`config.mk`:
```
export PLATFORM = sky130hd
export DESIGN_NAME = i2css_slave
export DESIGN_NICKNAME = d
export VERILOG_FILES = /design/src/core/i2css_pkg.sv /design/src/core/i2css_slave.sv
export SDC_FILE = /design/constraint.sdc
export NUM_CORES = 1
export LEC_CHECK = 0
export ABC_AREA = 1
export BUFFER_PORTS_ARGS = -buffer_cell sky130_fd_sc_hd__buf_4
export CAP_MARGIN = 20
export CORE_MARGIN = 4
export CORE_UTILIZATION = 40
export DETAILED_ROUTE_END_ITERATION = 8
export GPL_TIMING_DRIVEN = 0
export MAX_ROUTING_LAYER = met4
export PLACE_DENSITY_LB_ADDON = 0.2
export SLEW_MARGIN = 20
export SYNTH_ARGS = -nofsm -noshare
export SYNTH_HDL_FRONTEND = slang
export SYNTH_SLANG_ARGS = --single-unit
```
`constraint.sdc`:
```
create_clock -name clk -period 3.9 [get_ports clk]
set_input_delay 0.195 -clock clk [delete_from_list [all_inputs] [get_ports clk]]
set_output_delay 0.195 -clock clk [all_outputs]
set_load 0.005 [all_outputs]
```
`src/core/i2css_pkg.sv`:
```
// What this block does
// (RULE_01) Status bit 5 reads 1 while the bus is busy, 0 when idle.
// (RULE_02) Busy flag sets on SDA falling while SCL is high.
// (RULE_03) Busy flag clears on SDA rising while SCL is high.
// (RULE_04) Control bit 4 selects slave role: 0 receiver, 1 transmitter.
// (RULE_05) As receiver, drive the ninth-clock acknowledge from the ack-out bit.
// (RULE_06) Eighth bit after START is captured as the read-request flag.
// (RULE_07) Wake-up pulse on own address match only when wake-up enable is set.
// (RULE_08) As transmitter, sample SDA on ninth clock into the ack-in flag.
// (RULE_09) Keep sending while ack-in is 0; release SDA once it is 1.
// (RULE_10) One 8-bit data buffer holds transmitted and received bytes.
// (RULE_11) Software loads the buffer before sending; received byte reads back there.
// (RULE_12) Own 7-bit address sits in bits 7..1 of the address register.
// (RULE_13) Selected only when the sent address equals the own address.
// (RULE_14) Address register bit 0 is unused but reads back as written.
// (RULE_15) Address register shares its location with the second SPI control register.
package i2css_pkg;
    // --------------------------------------------------------------
    // Register map
    // --------------------------------------------------------------
    localparam logic [3:0] ADDR_STATUS_CONTROL = 4'h0;
    localparam logic [3:0] ADDR_DATA_BUFFER = 4'h4;
    localparam logic [3:0] ADDR_OWN_ADDRESS = 4'h8;
    // --------------------------------------------------------------
    // Status/control field positions
    // --------------------------------------------------------------
    localparam int BIT_COMPLETE = 7;
    localparam int BIT_ADDR_MATCH = 6;
    localparam int BIT_BUS_BUSY = 5;
    localparam int BIT_TX_ROLE = 4;
    localparam int BIT_ACK_OUT = 3;
    localparam int BIT_READ_REQ = 2;
    localparam int BIT_WAKE_EN = 1;
    localparam int BIT_ACK_IN = 0;
    localparam logic [7:0] STATUS_CONTROL_RESET = 8'h81;
    localparam logic [7:0] DATA_RESET = 8'h00;
    localparam logic [7:0] OWN_ADDRESS_RESET = 8'h00;
    localparam logic [3:0] LAST_DATA_BIT = 4'h7;
    localparam logic [3:0] ACK_BIT = 4'h8;
    // Bus engine states
    typedef enum logic [2:0] {
        IDLE = 3'b000,
        ADDR = 3'b001,
        ADDR_ACK = 3'b010,
        RX = 3'b011,
        TX = 3'b100,
        DATA_ACK = 3'b101,
        IGNORE = 3'b110
    } i2css_state_type;
endpackage : i2css_pkg

```
`src/core/i2css_slave.sv`:
```
// The register addresses and the APB interface to the registers were left to the implementer.
`timescale 1ns/1ns
`default_nettype none
module i2css_slave (
    // Clock and reset
    input wire logic clk,
    input wire logic rst_n,
    // APB slave
    input wire logic psel,
    input wire logic penable,
    input wire logic pwrite,
    input wire logic [3:0] paddr,
    input wire logic [31:0] pwdata,
    output logic [31:0] prdata,
    output logic pready,
    output logic pslverr,
    // I2C pins, open drain
    input wire logic sclIn,
    input wire logic sdaIn,
    output logic sdaOut,
    output logic sdaOe,
    // System
    output logic wakeup
);
    // --------------------------------------------------------------
    // Pin synchronisers
    // --------------------------------------------------------------
    logic [1:0] sclSync;
    logic [1:0] sdaSync;
    logic sclPrev;
    logic sdaPrev;
    // Two flops per pin, then one history flop for edges.
    // Pin edges reach the engine about three clocks late, so each SCL
    // level must last several clocks; no clock stretching is offered.
    always_ff @(posedge clk or negedge rst_n) begin
        if (!rst_n) begin
            sclSync <= 2'h3;
            sdaSync <= 2'h3;
            sclPrev <= 1'b1;
            sdaPrev <= 1'b1;
        end else begin
            sclSync <= {sclSync[0], sclIn};
            sdaSync <= {sdaSync[0], sdaIn};
            sclPrev <= sclSync[1];
            sdaPrev <= sdaSync[1];
        end
    end
    wire logic scl = sclSync[1];
    wire logic sda = sdaSync[1];
    wire logic sclRise = scl && !sclPrev;
    wire logic sclFall = !scl && sclPrev;
    // (RULE_02) Start detect
    wire logic startSeen = scl && sclPrev && sdaPrev && !sda;
    // (RULE_03) Stop detect
    wire logic stopSeen = scl && sclPrev && !sdaPrev && sda;

    // --------------------------------------------------------------
    // Registers and bus decode
    // --------------------------------------------------------------
    logic busBusy;
    logic txRole;
    logic ackOut;
    logic readReq;
    logic wakeEn;
    logic ackIn;
    logic addrMatch;
    logic complete;
    logic [7:0] dataBuffer;
    logic [7:0] ownAddress;
    logic [7:0] shiftReg;
    logic [3:0] bitCount;
    i2css_pkg::i2css_state_type state;
    i2css_pkg::i2css_state_type next_state;

    // Zero wait states: pready is tied high and every access takes two
    // cycles; a read latches its byte in the setup cycle
    wire logic access = psel && penable;
    wire logic wrEn = access && pwrite;
    wire logic selStatus = paddr == i2css_pkg::ADDR_STATUS_CONTROL;
    wire logic selData = paddr == i2css_pkg::ADDR_DATA_BUFFER;
    // (RULE_15) One location for own address and SPI second control
    wire logic selAddr = paddr == i2css_pkg::ADDR_OWN_ADDRESS;
    wire logic mapped = selStatus || selData || selAddr;
    wire logic [7:0] statusValue = {complete, addrMatch, busBusy, txRole,
                                    ackOut, readReq, wakeEn, ackIn};
    wire logic [7:0] readByte = selStatus ? statusValue :
                                selData ? dataBuffer :
                                selAddr ? ownAddress : 8'h00;
    assign pready = 1'b1;
    assign pslverr = access && !mapped;

    // Read data register
    always_ff @(posedge clk or negedge rst_n) begin
        if (!rst_n) begin
            prdata <= 32'h00000000;
        end else if (psel && !penable && !pwrite) begin
            prdata <= {24'h000000, readByte};
        end
    end

    // (RULE_04) Software writable control bits
    always_ff @(posedge clk or negedge rst_n) begin
        if (!rst_n) begin
            txRole <= i2css_pkg::STATUS_CONTROL_RESET[i2css_pkg::BIT_TX_ROLE];
            ackOut <= i2css_pkg::STATUS_CONTROL_RESET[i2css_pkg::BIT_ACK_OUT];
            wakeEn <= i2css_pkg::STATUS_CONTROL_RESET[i2css_pkg::BIT_WAKE_EN];
        end else if (wrEn && selStatus) begin
            txRole <= pwdata[i2css_pkg::BIT_TX_ROLE];
            ackOut <= pwdata[i2css_pkg::BIT_ACK_OUT];
            wakeEn <= pwdata[i2css_pkg::BIT_WAKE_EN];
        end
    end

    // (RULE_12) Own address, bit 0 kept as plain storage
    // (RULE_14) Spare bit readable and writable
    always_ff @(posedge clk or negedge rst_n) begin
        if (!rst_n) begin
            ownAddress <= i2css_pkg::OWN_ADDRESS_RESET;
        end else if (wrEn && selAddr) begin
            ownAddress <= pwdata[7:0];
        end
    end

    // --------------------------------------------------------------
    // Bus engine
    // --------------------------------------------------------------
    wire logic byteDone = sclRise && bitCount == i2css_pkg::LAST_DATA_BIT;
    wire logic ninthRise = sclRise && bitCount == i2css_pkg::ACK_BIT;
    wire logic [7:0] nextShift = {shiftReg[6:0], sda};
    // (RULE_13) Address compare on the seven address bits
    wire logic isMe = shiftReg[6:0] == ownAddress[7:1];

    // Next state.
    // START and STOP override every state, so a frame that the master
    // cuts short always brings the engine back to a known point.
    always_comb begin
        next_state = state;
        case (state)
            i2css_pkg::IDLE: next_state = i2css_pkg::IDLE;
            i2css_pkg::ADDR: begin
                if (byteDone) begin
                    next_state = isMe ? i2css_pkg::ADDR_ACK : i2css_pkg::IGNORE;
                end
            end
            i2css_pkg::ADDR_ACK: begin
                if (sclFall && bitCount == i2css_pkg::ACK_BIT) begin
                    next_state = txRole ? i2css_pkg::TX : i2css_pkg::RX;
                end
            end
            i2css_pkg::RX: begin
                if (byteDone) begin
                    next_state = i2css_pkg::DATA_ACK;
                end
            end
            i2css_pkg::TX: begin
                if (byteDone) begin
                    next_state = i2css_pkg::DATA_ACK;
                end
            end
            i2css_pkg::DATA_ACK: begin
                if (sclFall && bitCount == i2css_pkg::ACK_BIT) begin
                    // (RULE_09) Stop sending after a missing acknowledge
                    if (txRole && ackIn) begin
                        next_state = i2css_pkg::IGNORE;
                    end else begin
                        next_state = txRole ? i2css_pkg::TX : i2css_pkg::RX;
                    end
                end
            end
            i2css_pkg::IGNORE: next_state = i2css_pkg::IGNORE;
            default: next_state = i2css_pkg::IDLE;
        endcase
        if (stopSeen) begin
            next_state = i2css_pkg::IDLE;
        end
        if (startSeen) begin
            next_state = i2css_pkg::ADDR;
        end
    end

    // State, bit counter and busy flag.
    // The counter runs 0..7 over the data bits and 8 on the acknowledge bit.
    always_ff @(posedge clk or negedge rst_n) begin
        if (!rst_n) begin
            state <= i2css_pkg::IDLE;
            bitCount <= 4'h0;
            busBusy <= i2css_pkg::STATUS_CONTROL_RESET[i2css_pkg::BIT_BUS_BUSY];
        end else begin
            state <= next_state;
            // The SCL fall that follows START wraps the count to bit 0
            if (startSeen) begin
                bitCount <= i2css_pkg::ACK_BIT;
            end else if (sclFall) begin
                bitCount <= (bitCount == i2css_pkg::ACK_BIT) ? 4'h0 : bitCount + 4'h1;
            end
            // (RULE_01) Busy set by start, cleared by stop
            if (startSeen) begin
                busBusy <= 1'b1;
            end else if (stopSeen) begin
                busBusy <= 1'b0;
            end
        end
    end

    // Shift register samples on SCL rise, loads buffer on TX entry.
    // While sending it moves on once the master has sampled a bit, so
    // the next bit already waits when SCL falls.
    always_ff @(posedge clk or negedge rst_n) begin
        if (!rst_n) begin
            shiftReg <= 8'h00;
        end else if (next_state == i2css_pkg::TX && state != i2css_pkg::TX) begin
            shiftReg <= dataBuffer;
        end else if (sclRise && state == i2css_pkg::TX) begin
            shiftReg <= {shiftReg[6:0], 1'b1};
        end else if (sclRise) begin
            shiftReg <= nextShift;
        end
    end

    // (RULE_10) Shared data buffer
    // (RULE_11) Received byte lands here; software write wins otherwise.
    // A received byte beats a software write in the same cycle.
    always_ff @(posedge clk or negedge rst_n) begin
        if (!rst_n) begin
            dataBuffer <= i2css_pkg::DATA_RESET;
        end else if (state == i2css_pkg::RX && byteDone) begin
            dataBuffer <= nextShift;
        end else if (wrEn && selData) begin
            dataBuffer <= pwdata[7:0];
        end
    end

    // Status flags set by the bus engine
    always_ff @(posedge clk or negedge rst_n) begin
        if (!rst_n) begin
            readReq <= i2css_pkg::STATUS_CONTROL_RESET[i2css_pkg::BIT_READ_REQ];
            ackIn <= i2css_pkg::STATUS_CONTROL_RESET[i2css_pkg::BIT_ACK_IN];
            addrMatch <= i2css_pkg::STATUS_CONTROL_RESET[i2css_pkg::BIT_ADDR_MATCH];
            complete <= i2css_pkg::STATUS_CONTROL_RESET[i2css_pkg::BIT_COMPLETE];
            wakeup <= 1'b0;
        end else begin
            wakeup <= 1'b0;
            // (RULE_06) Eighth bit is the read request
            if (state == i2css_pkg::ADDR && byteDone) begin
                readReq <= sda;
                addrMatch <= isMe;
                // (RULE_07) Wake on match when enabled
                wakeup <= isMe && wakeEn;
            end
            // (RULE_08) Ninth-clock acknowledge sample
            if (state == i2css_pkg::DATA_ACK && txRole && ninthRise) begin
                ackIn <= sda;
            end
            if ((state == i2css_pkg::RX || state == i2css_pkg::TX) && byteDone) begin
                complete <= 1'b1;
                addrMatch <= 1'b0;
            end else if (startSeen) begin
                complete <= 1'b0;
            end
        end
    end

    // --------------------------------------------------------------
    // SDA drive
    // --------------------------------------------------------------
    logic next_sdaOe;
    // First bit of a byte comes straight from the buffer, later ones
    // from the shift register
    wire logic txBit = (state == i2css_pkg::TX) ? shiftReg[7] : dataBuffer[7];
    // Drive is chosen from the next state, so a new bit is on the line
    // one clock after the SCL fall is seen, before the master raises SCL
    always_comb begin
        next_sdaOe = 1'b0;
        case (next_state)
            i2css_pkg::ADDR_ACK: next_sdaOe = 1'b1;
            // (RULE_05) Receiver acknowledge from ack-out bit
            i2css_pkg::DATA_ACK: next_sdaOe = !txRole && !ackOut;
            // (RULE_09) Transmit zeros only, release on ones
            i2css_pkg::TX: next_sdaOe = !txBit;
            default: next_sdaOe = 1'b0;
        endcase
    end
    assign sdaOut = 1'b0;
    // Drive register updates while SCL is low, or in IDLE or IGNORE; a change under a
    // high SCL would look like START or STOP to every device
    always_ff @(posedge clk or negedge rst_n) begin
        if (!rst_n) begin
            sdaOe <= 1'b0;
        end else if (!scl || state == i2css_pkg::IDLE || state == i2css_pkg::IGNORE) begin
            sdaOe <= next_sdaOe;
        end
    end
endmodule : i2css_slave
`default_nettype wire

```
# [Word level (Yosys, flattened, before mapping)]
# Cells that the tools add are included.
[word_totals] input_bits=43 out_inout_bits=37 word_cells=118 reg_bits=55
[classes] add_sub_neg=1 n_eq_ne=15 n_reduce_logical=52 mux=30
[op_table] op="8-bit 2-to-1 mux" n=8
[op_table] op="1-bit logical AND" n=28
[op_table] op="3-bit 2-to-1 mux" n=9
[op_table] op="3-bit equality test (second input constant)" n=5
[op_table] op="3-bit one-hot mux with 5 select lines" n=1
[op_table] op="4-bit 2-to-1 mux" n=3
[op_table] op="1-bit logical NOT" n=10
[op_table] op="2-bit nonzero test" n=5
[op_table] op="3-bit by 2-bit equality test with 1-bit output (second input constant)" n=3
[op_table] op="4-bit by 3-bit equality test with 1-bit output (second input constant)" n=2
[op_table] op="4-bit equality test (second input constant)" n=2
[op_table] op="1-bit 2-to-1 mux" n=8
[op_table] op="7-bit equality test" n=1
[op_table] op="1-bit logical OR" n=5
[op_table] op="4-bit by 1-bit adder with 4-bit output (second input constant)" n=1
[op_table] op="4-bit logical NOT" n=1
[op_table] op="3-bit by 1-bit equality test with 1-bit output (second input constant)" n=1
[op_table] op="3-bit logical NOT" n=1
[op_table] op="3-bit inequality test (second input constant)" n=1
[op_table] op="1-bit one-hot mux with 3 select lines" n=1
[op_table] op="3-bit nonzero test" n=1
[op_table] op="2-bit OR reduction" n=1

# [Depth between registers and ports, before layout]
[depth] ltp_word=10 mapped_depth=16 mapped_depth_nobuf=15

# [Least setup slack after synthesis]
# OpenSTA, ideal clock, no wires.
[synth_timing] kind="reg2reg" startpoint="register sclPrev" endpoint="register shiftReg[0]" path_stages_with_launch=14 period_less_slack_ps=1825 t_required_ps=3783 arrival_time_ps=1708 slack_ps=2075 cell_sequence="dfstp_2 > inv_2 > nand2_2 > buf_6 > nor2_4 > nand2_2 > nand2_1 > nor2_2 > a21oi_4 > nor2_8 > nand3_4 > buf_6 > nand3_1 > nand2_1"
[synth_between] elab_chain_len=10 elab_cells_between_ends=23 cone_classes="eq/ne: 1; mux: 9; reduce/logical: 13"
[synth_rtl] element="start: declaration" line="i2css_slave.sv:30" text="logic sclPrev;"
[synth_rtl] element="start signal: assignment" line="i2css_slave.sv:44" text="sclPrev <= sclSync[1];"
[synth_rtl] element="1-bit logical NOT" line="i2css_slave.sv:50" text="wire logic sclRise = scl && !sclPrev;"
[synth_rtl] element="1-bit logical AND" line="i2css_slave.sv:50"
[synth_rtl] element="1-bit logical AND" line="i2css_slave.sv:127" text="wire logic byteDone = sclRise && bitCount == i2css_pkg::LAST_DATA_BIT;"
[synth_rtl] element="3-bit 2-to-1 mux, on equally long branches" line="i2css_slave.sv:151, i2css_slave.sv:156, i2css_slave.sv:141"
[synth_rtl] element="3-bit one-hot mux with 5 select lines" line="i2css_slave.sv:138" text="case (state)"
[synth_rtl] element="3-bit 2-to-1 mux" line="i2css_slave.sv:173" text="if (stopSeen) begin"
[synth_rtl] element="3-bit 2-to-1 mux (*)" line="i2css_slave.sv:176" text="if (startSeen) begin"
[synth_rtl] element="net next_state[1]" line="i2css_slave.sv:73" text="i2css_pkg::i2css_state_type next_state;"
[synth_rtl] element="3-bit equality test (*)" line="i2css_slave.sv:211" text="end else if (next_state == i2css_pkg::TX && state != i2css_pkg::TX) begin"
[synth_rtl] element="1-bit logical AND (*)" line="i2css_slave.sv:211"
[synth_rtl] element="3-bit nonzero test (no source line) or 8-bit 2-to-1 mux (tied branches)"
[synth_rtl] element="end signal: assignment" line="i2css_slave.sv:212" text="shiftReg <= dataBuffer;"
[synth_rtl] element="end signal: assignment" line="i2css_slave.sv:214" text="shiftReg <= {shiftReg[6:0], 1'b1};"
[synth_rtl] element="end signal: assignment" line="i2css_slave.sv:216" text="shiftReg <= nextShift;"
[synth_rtl] element="end: declaration" line="i2css_slave.sv:70" text="logic [7:0] shiftReg;"
# The timed path passes the listed nets; every way through them passes the cells marked *.
# A chain may end at the register's enable or synchronous reset.

# [Worst setup path after layout]
[layout_timing] startpoint="register bitCount[0]" endpoint="register shiftReg[6]"
[layout_between] elab_chain_len=9 elab_cells_between_ends=15 cone_classes="eq/ne: 3; mux: 8; reduce/logical: 4"
[layout_rtl] element="start: declaration" line="i2css_slave.sv:71" text="logic [3:0] bitCount;"
[layout_rtl] element="start signal: assignment" line="i2css_slave.sv:192" text="bitCount <= i2css_pkg::ACK_BIT;"
[layout_rtl] element="start signal: assignment" line="i2css_slave.sv:194" text="bitCount <= (bitCount == i2css_pkg::ACK_BIT) ? 4'h0 : bitCount + 4'h1;"
[layout_rtl] element="4-bit equality test or 4-bit by 3-bit equality test with 1-bit output (tied branches)" line="i2css_slave.sv:146, i2css_slave.sv:161, i2css_slave.sv:127"
[layout_rtl] element="1-bit logical AND, on equally long branches" line="i2css_slave.sv:146, i2css_slave.sv:161, i2css_slave.sv:127"
[layout_rtl] element="3-bit 2-to-1 mux, on equally long branches"
[layout_rtl] element="3-bit one-hot mux with 5 select lines (*)" line="i2css_slave.sv:138"
[layout_rtl] element="3-bit 2-to-1 mux (*)" line="i2css_slave.sv:173"
[layout_rtl] element="3-bit 2-to-1 mux (*)" line="i2css_slave.sv:176"
[layout_rtl] element="net next_state[0]" line="i2css_slave.sv:73"
[layout_rtl] element="3-bit equality test (*)" line="i2css_slave.sv:211"
[layout_rtl] element="1-bit logical AND (*)" line="i2css_slave.sv:211"
[layout_rtl] element="3-bit nonzero test (no source line) or 8-bit 2-to-1 mux (tied branches)"
# Marks and branches as above.

==> out/summary.md <==
The distinct cell type count of the synthesized netlist came out at 35. After synthesis, flip-flops and latches occupy 43.2% of the total area. The type of the tightest min-delay check was input pin to flip-flop.

The clock network power share was 22.6%. The average routed wire per standard cell is 12.9 um, and the total routing usage reported by global routing is 16.4%. The tools report the starting DRC count in detailed routing as 129. The die boundary width came out at 97.6 um. The internal portion of the total power is 0.919 mW. TritonCTS built the clock tree. Buffers placed on the I/O ports in this run total 29. Summing every instance area after synthesis gives 3210 sq um.

IR analysis of the VDD net gives a maximum drop of 0.198 mV. The sequential fraction of design power is 52.5%, and the maximum root-to-sink buffer count is 2. Summing all non-filler instances in the final layout gives an area of 3760 sq um. The finished layout holds 580 standard cells, fillers aside.

The tools report the clock sink total as 55. Summed over all cells, the static leakage comes to 1.97 nW. The die height is 97.6 um.

Counting flops and latches in the post-synthesis netlist gives 55. The logs give 0 for the number of nets with antenna violations after routing and 2.35 ns for the arrival time of data at the critical path endpoint. The tools report the net count reported at finish as 522.

The I/O pin count was 80; the routed via count divided by cell count was 4.73. Leaving out fill and tap cells, the most frequent cells in the layout are 110 x sky130_fd_sc_hd__nand2_1, 57 x sky130_fd_sc_hd__buf_4, 48 x sky130_fd_sc_hd__o21ai_0, 47 x sky130_fd_sc_hd__dfrtp_1, 43 x sky130_fd_sc_hd__inv_1. At the worst endpoint, the required time is 4.10 ns. The tools report the instance count after placement with tap cells included as 569. The post-detailed-placement half-perimeter wirelength came out at 5.79 mm. The final routed DRC violation total was 0.

The maximum fanout along the worst path works out to 10. The run gives 0 as the number of buffers inserted by post-CTS setup repair. For this run the aggregate overflow at the end of global routing stands at 0.

The run finished with clean final reports. At the end of routability-driven placement, the weighted congestion stood at 0.903. CTS built an H-tree with a depth of 2.

0 antenna diodes ended up in the layout. The part of the total power dissipated in combinational logic was 24.9%; the total of warnings raised by yosys was 0. Each instance of the synthesized netlist takes up on average 7.76 sq um. Clock period minus worst slack: 2.15 ns. The highest-delay cell along the critical path was sky130_fd_sc_hd__dfrtp_1.

The number of optimization iterations in the first detailed-route pass was 4. Setup repair after global routing left no endpoint under its margin. In this run the power spent charging and discharging nets is 0.463 mW.

The floorplan has 32 rows. Setup violations remaining at the end of the flow were counted as 0. The run gives 0 ns as the accumulated negative setup slack.

Proportion of layout cells with a drive suffix above 1: 21.3%. The most common cell after layout, fill and taps aside is sky130_fd_sc_hd__nand2_1. At the later pin of the worst-skew pair, clock insertion delay measures 0.31 ns.

Net switching is 33.5% of the power. Kind of capture point of the worst setup path: a flip-flop. The critical path goes through ha_1, nand2_1, nor2_2, nand2_2, nand2_1, nand2_1, nor2_1, nand2_1, nand2_1, nand2_2, nor2_8, nand3_4, buf_6, nand3_1, nand2_1. The layout-stage area growth over the synthesis result was 17.1%; the via count of the first global-routing pass was 2524. The number of instances in the synthesized netlist was 414.

STA classifies the critical path startpoint as a flip-flop. Most prevalent standard cell on the critical path: sky130_fd_sc_hd__nand2_1. The final number of max-transition violations is 0, and the placement-stage cell area is 3650 sq um.

Power spread over the standard cell area amounts to 367 nW/um^2. Entering global routing, the biggest net connects 56 pins. Timing would allow up to 466 MHz. The worst setup path is of the flip-flop to flip-flop kind. For the tightest slew margin relative to the limit, the log shows 53.0%. The area of the die is 9520 sq um. The starting utilization of the core area came out at 41.3%. The tool flagged a number of max-cap violations equal to 0. The initial antenna violation count was 0; the transition time at the pin with the least slew margin was 0.704 ns.

The hold violation total from the final report is 0, and the global-route wire length before repair is 12.4 mm. The routed layout has 2741 vias. The run gives 7770 sq um as the standard cell core area. The number of buffers created by CTS came out at 5.

The routed design has 7.49 mm of wire. The largest stage delay on the critical path works out to 0.36 ns. Clock-pin slew was measured on the worst setup and hold paths at 0.11 ns.

The clock skew was 0.0137 ns. The tree is rooted in a sky130_fd_sc_hd__clkbuf_8. After layout, the worst path uses 55.1% of the clock period.
[power groups by stage]
| stage | registers (mW) | logic (mW) | clock network, mW |
|---|---|---|---|
| after global placement | 0.736 | 0.337 | 0 |
| after global routing | 0.738 | 0.398 | 0.350 |
| after detailed placement | 0.738 | 0.340 | 0 |
| after floorplan | 0.717 | 0.248 | 0 |
| final | 0.726 | 0.344 | 0.313 |
| after CTS | 0.727 | 0.344 | 0.327 |
[through the flow]
step | util, % | setup WS, ns | hold slack (ns) | power (mW)
CTS | 48.4 | 1.78 | 0.133 | 1.40
detailed placement | 46.9 | 1.82 | 0.292 | 1.08
global route | 48.4 | 1.56 | 0.144 | 1.49
floorplan | - | 2.08 | -0.101 | 0.965
finish | 48.4 | 1.75 | 0.137 | 1.38
global placement | 46.9 | 1.82 | 0.295 | 1.07
[registers in the layout, indices dropped and copies added, names as in the netlist, 2 cells and up]
signal / flops
dataBuffer: 8
sclSync: 2
shiftReg: 8
ownAddress: 8
sdaSync: 2
prdata: 8
bitCount: 4
state: 3
[what timing repair did]
action | in CTS | in global routing
endpoints found under the hold margin | 49 | 0
hold buffers | 3 | 0
resized for setup | 0 | 0
[cell type report]
| type | count | area (sq um) |
|---|---|---|
| Clock buffer | 6 | 72.6 |
| Timing Repair Buffer | 32 | 248 |
| Tap cell | 102 | 128 |
| Inverter | 48 | 181 |
| Sequential cell | 55 | 1390 |
| Multi-Input combinational cell | 299 | 1470 |
| Clock inverter | 2 | 12.5 |
| Fill cell | 797 | 4010 |
| Buffer | 36 | 264 |
[cell usage after synthesis, drive strengths merged]
cell type / instances / area (sq um)
nand4: 11 / 68.8
a21oi: 7 / 46.3
o221ai: 5 / 43.8
dfstp: 8 / 210
nand3b: 1 / 7.51
clkbuf: 4 / 15.0
o22ai: 1 / 6.26
nor3: 3 / 15.0
or2: 2 / 12.5
nor2: 34 / 164
clkinv: 1 / 5.00
a31oi: 1 / 6.26
o211ai: 5 / 37.5
inv: 47 / 176
o21ai: 48 / 240
xnor2: 3 / 26.3
nand2: 115 / 444
xor2: 1 / 8.76
dfrtp: 47 / 1180
mux2: 2 / 22.5
nand3: 31 / 190
conb: 2 / 7.51
buf: 32 / 249
nor4: 1 / 6.26
ha: 2 / 25.0
[metal layers]
layer | global-route usage [%] | part of all wire, % | wire [um] | up-vias
li1 | - | - | - | 1413
met1 | 22.6 | 46 | 3480 | 1267
met2 | 25.8 | 48 | 3610 | 53
met3 | 2.58 | 4.3 | 324 | 8
met4 | 3.19 | 0.99 | 74 | 0
met5 | - | 0 | 0 | -
[final timing paths]
kind	to	start	slack, ns	depth (start not counted)
min	ownAddress[6]	pwdata[6]	0.14	3
min in group asynchronous	ownAddress[5]	rst_n	0.45	2
max in group asynchronous	state[2]	rst_n	2.95	2
max reg2reg	shiftReg[6]	bitCount[0]	1.75	15
max	shiftReg[6]	bitCount[0]	1.75	15
min reg2reg	sdaSync[1]	sdaSync[0]	0.36	0
[worst max-delay path, delay by kind of cell (launching register included)]
kind                     cells  cell delay, ns
AND/OR/NAND/NOR             13            1.30
flip-flops                   1            0.36
adder cells (fa/ha/maj)      1            0.21
buffers and inverters        1            0.17
[kinds of logic after synthesis]
kind of cell | Yosys count | share of synthesized area [%]
xor gates and xnor gates | 4 | 1.09
and+or+nand+nor | 198 | 28.3
DFF | 55 | 43.2
AOI/OAI and AO/OA | 67 | 11.8
muxes | 2 | 0.701
other | 2 | 0.234
buffers and inverters | 84 | 13.9
adders and majority gates | 2 | 0.779
(Power assumes the default switching activity.)
